**src/common/fdf_pkg.sv**
```systemverilog
// Package for the frame DMA control block field logic.
// Assumes one 32-bit memory word per control block word, system clock only.
// How it works
// Word one of a control block is the 32-bit data buffer pointer.
// Software gives a non-zero buffer pointer with both low bits zero.
// Word two bits 15:0 give the buffer capacity in bytes.
// Software gives a capacity whose two low bits are zero.
// Word three bits 31:20 give the offset to the first frame byte.
// Word three bits 15:0 count frame bytes only, never offset bytes.
// Word three bit 16 is one exactly when the buffer holds frame start.
// Word zero points to the next block, aligned; zero ends the list.
// Word three bit 17 is set when the buffer holds frame end.
// On extraction the engine counts frame bytes and writes the count back.
// Word two bits 31:24 are never changed by a write-back.
`default_nettype none

package fdf_pkg;
   localparam int unsigned WORD_W    = 32;
   localparam int unsigned CAP_MSB   = 15;
   localparam int unsigned CAP_LSB   = 0;
   localparam int unsigned SW_MSB    = 31;
   localparam int unsigned SW_LSB    = 24;
   localparam int unsigned OFF_MSB   = 31;
   localparam int unsigned OFF_LSB   = 20;
   localparam int unsigned CNT_MSB   = 15;
   localparam int unsigned CNT_LSB   = 0;
   localparam int unsigned SOF_BIT   = 16;
   localparam int unsigned EOF_BIT   = 17;
   localparam int unsigned ALIGN_MSB = 1;
   localparam int unsigned CAP_W     = CAP_MSB - CAP_LSB + 1;
   localparam int unsigned OFF_W     = OFF_MSB - OFF_LSB + 1;
   localparam int unsigned CNT_W     = CNT_MSB - CNT_LSB + 1;
   localparam int unsigned SW_W      = SW_MSB - SW_LSB + 1;
   localparam logic [WORD_W-1:0] NULL_PTR = 32'h0000_0000;
   localparam logic [1:0]        ALIGNED  = 2'h0;
   localparam logic [CNT_W-1:0]  CNT_ZERO = 16'h0000;
   localparam logic [CNT_W-1:0]  CNT_ONE  = 16'h0001;

   typedef enum logic [1:0] {FDF_IDLE, FDF_FILL, FDF_WB, FDF_HOLD} fdf_state_e;

   // The four words of one control block as read from memory
   typedef struct packed {
      logic [WORD_W-1:0] word3;
      logic [WORD_W-1:0] word2;
      logic [WORD_W-1:0] word1;
      logic [WORD_W-1:0] word0;
   } fdf_cb_s;

   typedef struct packed {
      logic [WORD_W-1:0] next_block_pointer;
      logic [WORD_W-1:0] buffer_pointer;
      logic [SW_W-1:0]   sw_byte;
      logic [CAP_W-1:0]  buffer_capacity;
      logic [OFF_W-1:0]  frame_byte_offset;
      logic [CNT_W-1:0]  frame_byte_count;
      logic              sof;
      logic              eof;
      logic              end_of_list;
   } fdf_fields_s;

   typedef struct packed {
      logic next_unaligned;
      logic ptr_null;
      logic ptr_unaligned;
      logic cap_unaligned;
      logic overrun;
   } fdf_err_s;
endpackage : fdf_pkg

`default_nettype wire

```
**src/design/fdf_engine.sv**
```systemverilog
// Control block field interpreter of the frame DMA engine.
// Assumes a fetcher that hands over whole blocks and a writer that stores
// the returned words two and three back to memory.
`default_nettype none

module fdf_engine (
   input  wire logic                clock,
   input  wire logic                resetn,
   input  wire logic                cb_valid,
   input  wire fdf_pkg::fdf_cb_s    cb_words,
   input  wire logic                cb_extract,
   output var  logic                cb_ready,
   output var  fdf_pkg::fdf_fields_s fields,
   output var  fdf_pkg::fdf_err_s   err,
   output var  logic                busy,
   input  wire logic                inj_release,
   input  wire logic                data_valid,
   input  wire logic                data_first,
   input  wire logic                data_last,
   output var  logic                data_ready,
   output var  logic                wb_valid,
   output var  logic [31:0]         wb_word2,
   output var  logic [31:0]         wb_word3,
   input  wire logic                wb_ready
);
   typedef struct packed {
      fdf_pkg::fdf_state_e  st;
      logic                 cb_ready;
      logic                 busy;
      fdf_pkg::fdf_fields_s fields;
      fdf_pkg::fdf_err_s    err;
      logic [31:0]          word2;
      logic [31:0]          word3;
      logic [15:0]          room;
      logic                 data_ready;
      logic                 wb_valid;
      logic [31:0]          wb_word3;
   } fdf_core_s;

   logic      rst_meta;
   logic      rst_n;
   fdf_core_s s;
   fdf_core_s next_s;
   logic      accept_cb;
   logic      accept_byte;
   logic [15:0] cap_ext;
   logic [15:0] off_ext;

   always_ff @(posedge clock or negedge resetn) begin
      if (!resetn) begin
         rst_meta <= 1'b0;
         rst_n    <= 1'b0;
      end else begin
         rst_meta <= 1'b1;
         rst_n    <= rst_meta;
      end
   end

   // Rebuilds word three; abort and done bits pass through untouched
   function automatic logic [31:0] pack_word3(input logic [31:0] orig,
                                              input fdf_pkg::fdf_fields_s f);
      logic [31:0] w;
      w = orig;
      w[fdf_pkg::OFF_MSB:fdf_pkg::OFF_LSB] = f.frame_byte_offset;
      w[fdf_pkg::CNT_MSB:fdf_pkg::CNT_LSB] = f.frame_byte_count;
      w[fdf_pkg::SOF_BIT] = f.sof;
      w[fdf_pkg::EOF_BIT] = f.eof;
      return w;
   endfunction

   assign accept_cb   = cb_valid && s.cb_ready;
   assign accept_byte = data_valid && s.data_ready;
   assign cap_ext     = cb_words.word2[fdf_pkg::CAP_MSB:fdf_pkg::CAP_LSB];
   assign off_ext     = {4'h0, cb_words.word3[fdf_pkg::OFF_MSB:fdf_pkg::OFF_LSB]};

   always_comb begin
      next_s = s;
      case (s.st)
         fdf_pkg::FDF_IDLE: begin
            next_s.cb_ready = 1'b1;
            if (accept_cb) begin
               next_s.cb_ready = 1'b0;
               next_s.busy     = 1'b1;
               next_s.word2    = cb_words.word2;
               next_s.word3    = cb_words.word3;
               next_s.fields.next_block_pointer = cb_words.word0;
               next_s.fields.end_of_list = (cb_words.word0 == fdf_pkg::NULL_PTR);
               next_s.fields.buffer_pointer = cb_words.word1;
               next_s.fields.sw_byte = cb_words.word2[fdf_pkg::SW_MSB:fdf_pkg::SW_LSB];
               next_s.fields.buffer_capacity = cap_ext[fdf_pkg::CAP_W-1:0];
               next_s.fields.frame_byte_offset =
                  cb_words.word3[fdf_pkg::OFF_MSB:fdf_pkg::OFF_LSB];
               next_s.err.next_unaligned =
                  (cb_words.word0[fdf_pkg::ALIGN_MSB:0] != fdf_pkg::ALIGNED);
               // Software slips are flagged, not repaired
               next_s.err.ptr_null = (cb_words.word1 == fdf_pkg::NULL_PTR);
               next_s.err.ptr_unaligned =
                  (cb_words.word1[fdf_pkg::ALIGN_MSB:0] != fdf_pkg::ALIGNED);
               next_s.err.cap_unaligned =
                  (cap_ext[fdf_pkg::ALIGN_MSB:0] != fdf_pkg::ALIGNED);
               next_s.room = (off_ext >= cap_ext) ? fdf_pkg::CNT_ZERO
                                                  : 16'(cap_ext - off_ext);
               if (cb_extract) begin
                  // Count and flags are ours to produce on extraction
                  next_s.fields.frame_byte_count = fdf_pkg::CNT_ZERO;
                  next_s.fields.sof = 1'b0;
                  next_s.fields.eof = 1'b0;
                  next_s.err.overrun = (off_ext >= cap_ext);
                  if (off_ext >= cap_ext) begin
                     next_s.st       = fdf_pkg::FDF_WB;
                     next_s.wb_valid = 1'b1;
                     next_s.wb_word3 = pack_word3(cb_words.word3, next_s.fields);
                  end else begin
                     next_s.st         = fdf_pkg::FDF_FILL;
                     next_s.data_ready = 1'b1;
                  end
               end else begin
                  next_s.fields.frame_byte_count =
                     cb_words.word3[fdf_pkg::CNT_MSB:fdf_pkg::CNT_LSB];
                  next_s.fields.sof = cb_words.word3[fdf_pkg::SOF_BIT];
                  next_s.fields.eof = cb_words.word3[fdf_pkg::EOF_BIT];
                  next_s.err.overrun = (17'(off_ext) +
                     17'(cb_words.word3[fdf_pkg::CNT_MSB:fdf_pkg::CNT_LSB])) > 17'(cap_ext);
                  next_s.st = fdf_pkg::FDF_HOLD;
               end
            end
         end
         fdf_pkg::FDF_FILL: begin
            if (accept_byte) begin
               next_s.fields.frame_byte_count =
                  s.fields.frame_byte_count + fdf_pkg::CNT_ONE;
               if (data_first) next_s.fields.sof = 1'b1;
               if (data_last) next_s.fields.eof = 1'b1;
               // Close on frame end or when the buffer runs out of room
               if (data_last || (next_s.fields.frame_byte_count == s.room)) begin
                  next_s.data_ready = 1'b0;
                  next_s.st         = fdf_pkg::FDF_WB;
                  next_s.wb_valid   = 1'b1;
                  next_s.wb_word3   = pack_word3(s.word3, next_s.fields);
               end
            end
         end
         fdf_pkg::FDF_WB: begin
            if (wb_ready) begin
               next_s.wb_valid = 1'b0;
               next_s.busy     = 1'b0;
               next_s.cb_ready = 1'b1;
               next_s.st       = fdf_pkg::FDF_IDLE;
            end
         end
         fdf_pkg::FDF_HOLD: begin
            if (inj_release) begin
               next_s.busy     = 1'b0;
               next_s.cb_ready = 1'b1;
               next_s.st       = fdf_pkg::FDF_IDLE;
            end
         end
         default: next_s.st = fdf_pkg::FDF_IDLE;
      endcase
   end

   always_ff @(posedge clock or negedge rst_n) begin
      if (!rst_n) begin
         s <= '0;
      end else begin
         s <= next_s;
      end
   end

   assign cb_ready   = s.cb_ready;
   assign fields     = s.fields;
   assign err        = s.err;
   assign busy       = s.busy;
   assign data_ready = s.data_ready;
   assign wb_valid   = s.wb_valid;
   assign wb_word2   = s.word2;     // Returned exactly as read
   assign wb_word3   = s.wb_word3;
endmodule // fdf_engine

`default_nettype wire

```
**config.mk**
```make
export PLATFORM = sky130hd
export DESIGN_NAME = fdf_engine
export DESIGN_NICKNAME = d
export VERILOG_FILES = /design/src/common/fdf_pkg.sv /design/src/design/fdf_engine.sv
export SDC_FILE = /design/constraint.sdc
export NUM_CORES = 1
export LEC_CHECK = 0
export ABC_AREA = 1
export BUFFER_PORTS_ARGS = -buffer_cell sky130_fd_sc_hd__buf_2
export CAP_MARGIN = 20
export CORE_MARGIN = 1.5
export CORE_UTILIZATION = 53
export CTS_CLUSTER_DIAMETER = 200
export DETAILED_ROUTE_END_ITERATION = 10
export HOLD_SLACK_MARGIN = 0.06
export PLACE_DENSITY = 0.81
export SYNTH_ARGS = -nofsm -noshare
export SYNTH_HDL_FRONTEND = slang
export SYNTH_SLANG_ARGS = --single-unit
```
**constraint.sdc**
```tcl
create_clock -name clock -period 6.8 [get_ports clock]
set_input_delay 1.02 -clock clock [delete_from_list [all_inputs] [get_ports clock]]
set_output_delay 1.02 -clock clock [all_outputs]
set_load 0.03 [all_outputs]
```
==> summary.md <==
| Metric | Value |
|---|---|
| CP Capture Type | register |
| Switching Fraction | 0.515 |
| Num CTS Buffers | 17 |
| RSZ-0062 raised after global routing | no |
| Synth cell types | 51 |
| WHS | roughly 0.34 ns |
| Ys Warns | 0 |
| Setup bufs post-CTS | 0 |
| Via density per instance | roughly 5.2 |
| Power, Total | 6.21 mW |
| Starting DRT DRC Count | about 660 |
| Clk slew on worst S/H paths | roughly 0.090 ns |
| Yosys top cell by area | dfrtp_1 |
| Root Driver | clkbuf_16 |
| DR vias | between 10000 and 15000 |
| FF+latch count, synth | 190 |
| Number of flops mapped to enable cells by yosys | 0 |
| DIE HEIGHT | between 150 and 200 µm |
| Outcome | completed |
| Cell count after synthesis | 1509 |
| Drt pass-1 iters | 5 |
| Sequential area share after synthesis | 0.405 |
| Core ar. | approximately 22000 µm² |
| Tightest Hold Check Type | input port to asynchronous set/reset pin |
| Cts-stage hold buffer count | 0 |
| I/O pin total | about 330 |
| Buffers added on ports | around 330 |
| Vias in the first global route | between 9000 and 10000 |
| First-pass GRT wire length | around 50 mm |
| Main synth FF type | dfrtp_1 |
| Max-cap violations | 0 |
| Final wirelength | 32.5 mm |
| Tmin final | approximately 3.5 ns |
| Clock skew | roughly 0.013 ns |
| Row count | between 50 and 60 |
| Final Hold Vio Count | 0 |
| Pleak | between 7 and 8 nW |
| Placed Instance Area | 12100 µm² |
| Post_cts resized | 0 |
| WS Path Type | input port to register |
| GPL Wtd Cong | 0.956 |
| Layout area overhead | 8.65% |
| Crit start category | input port |
| Max-slew violation count | 0 |
| CTS tree | yes |
| Switching power | about 3.2 mW |
| Netlist Area Pre-Place | ~12000 µm² |
| Initial Util | 0.539 |
| CTS sink cnt | 190 |
| Worst slew margin | 0.316 |
| Die area | between 20000 and 25000 µm² |
| Ys async rst share | 1.00 |
| WL/cell | ~17 µm |
| Setup WS post-layout | between 3 and 4 ns |
| Worst-margin pin slew | roughly 1 ns |
| DP Wirelength | approximately 25 mm |
| Layout cells sized above 1 | 0.244 |
| Final period util | 0.519 |
| Initial antenna violation count | 3 |
| Syn nets | between 1500 and 2000 |
| Power Density | ~500 nW/µm² |
| Int Pwr | 3.01 mW |
| Fin area | around 13000 µm² |
| Overall routing resource usage | 0.284 |
| Most common cell in the netlist | nand2_1 |
| Crit path arrival time | roughly 3.8 ns |
| Top cell type's share of synthesized area | 0.405 |
| Placement Setup Slack | ~2.9 ns |
| Final ANT Viol Nets | 0 |
| Combinational Power Share | 0.515 |
| FMAX | between 200 and 300 MHz |
| Largest net degree at the start of global routing | just over 100 |
| H-tree Lvls | 4 |
| Worst skew pair latency | between 0.4 and 0.5 ns |
| Die width | around 150 µm |
| Worst Path Required | 7.10 ns |
| Longest Clk Path Bufs | 2 |
| Commonest cells in the netlist | nand2_1, buf_4, dfrtp_1 |
| Critical path peak fanout | 3 |
| Final TNS setup | 0 ns |
| Remaining DRCs | 0 |
| Flop pwr share | 0.319 |
| Synth top area cells | dfrtp_1, nand2_1, buf_4, ha_1, inv_1 |
| Peak VDD IR | about 0.00027 V |
| Clock network fraction of design power | 0.165 |
| Global route total overflow | 0 |
| Final nets | ~1800 |
| Avg Inst Size Synth | 7.77 µm² |
| Setup violators final | 0 |
critical path, cell delays in order:
cell      delay, ns
buf_2          0.12
ha_1           0.35
a21oi_1        0.13
o21ai_0        0.37
a21boi_0       0.23
o21ai_0        0.30
nand2_1        0.10
nand2_1        0.09
xor2_1         0.15
ha_1           0.27
nand2_1        0.08
nor2_1         0.05
a211oi_1       0.18
nor2_1         0.08
nor2_1         0.09
nand3_1        0.08
nand3_1        0.07
a21oi_1        0.06
power groups by stage:
| stage | logic [mW] | clock network [mW] | registers, mW |
|---|---|---|---|
| after CTS | 3.20 | 1.04 | 1.98 |
| after detailed placement | 3.20 | 0 | 1.99 |
| after floorplan | 2.98 | 0 | 1.92 |
| final | 3.20 | 1.02 | 1.98 |
| after global routing | 3.49 | 1.09 | 2.05 |
| after global placement | 3.13 | 0 | 1.98 |
per-stage QoR:
stage / utilization / std cells
detailed placement: 0.558 / 1886
finish: 0.586 / 1920
floorplan: - / 1509
global route: 0.586 / 1919
CTS: 0.586 / 1918
global placement: 0.558 / 1886
path summary, 6_finish.rpt:
| path | startpoint | to | slack, ns | cells after the start |
|---|---|---|---|---|
| setup / recovery | cb_words[118] | err[0]$_DFFE_PN0P_ | 3.27 | 18 |
| hold / removal | resetn | rst_meta$_DFF_PN0_ | 0.34 | 1 |
| setup reg to reg | s[241]$_DFFE_PN0P_ | fields[13]$_DFFE_PN0P_ | 3.41 | 10 |
| hold reg to reg | rst_n$_DFF_PN0_ | fields[33]$_DFFE_PN0P_ | 0.38 | 0 |
| max in group asynchronous | rst_n$_DFF_PN0_ | fields[28]$_DFFE_PN0P_ | 4.95 | 1 |
| min in group clock | rst_meta$_DFF_PN0_ | rst_n$_DFF_PN0_ | 0.39 | 0 |
per-layer routing:
metal  track usage  part of all wire
met5             0           0.00077
met4        0.0885             0.026
met3        0.0536             0.071
met2         0.457              0.47
met1         0.386              0.43
cell families after synthesis:
logic type,after synthesis,share of synthesized area
other cells,1,0.000320
xor+xnor,32,0.0251
fa+ha+maj,47,0.0514
buf+inv,374,0.186
flops,190,0.405
compound gates,152,0.0753
simple gates,713,0.257
state kept, by name, summed over array words and instances (netlist names):
register	count
fields	118
busy	1
wb_word2	9
data_ready	1
rst_n	1
s	20
wb_valid	1
wb_word3	32
cb_ready	1
err	5
rst_meta	1
area by class of cell:
cell class / instances / area (µm²)
fill: 2026 / 9010
multi-input combinational: 945 / 4820
sequential: 190 / 4760
timing repair buffer: 335 / 1690
inverter: 136 / 512
clock buffer: 17 / 425
tap: 280 / 350
clock inverter: 15 / 184
antenna: 2 / 5.00
cells in the final DEF, fill, tap and decap left out, types with 15 or more instances in the layout:
cell       instances
a21oi_1           31
ha_1              45
dfrtp_1          189
buf_2            328
clkbuf_16         17
nand2_1          508
o22ai_1           25
inv_1            133
xor2_1            19
nand3_1           46
nor2_1            57
o21ai_0           59
nand4_1           53
nor4_1            15
No activity file was read; power rests on OpenSTA's default activity.
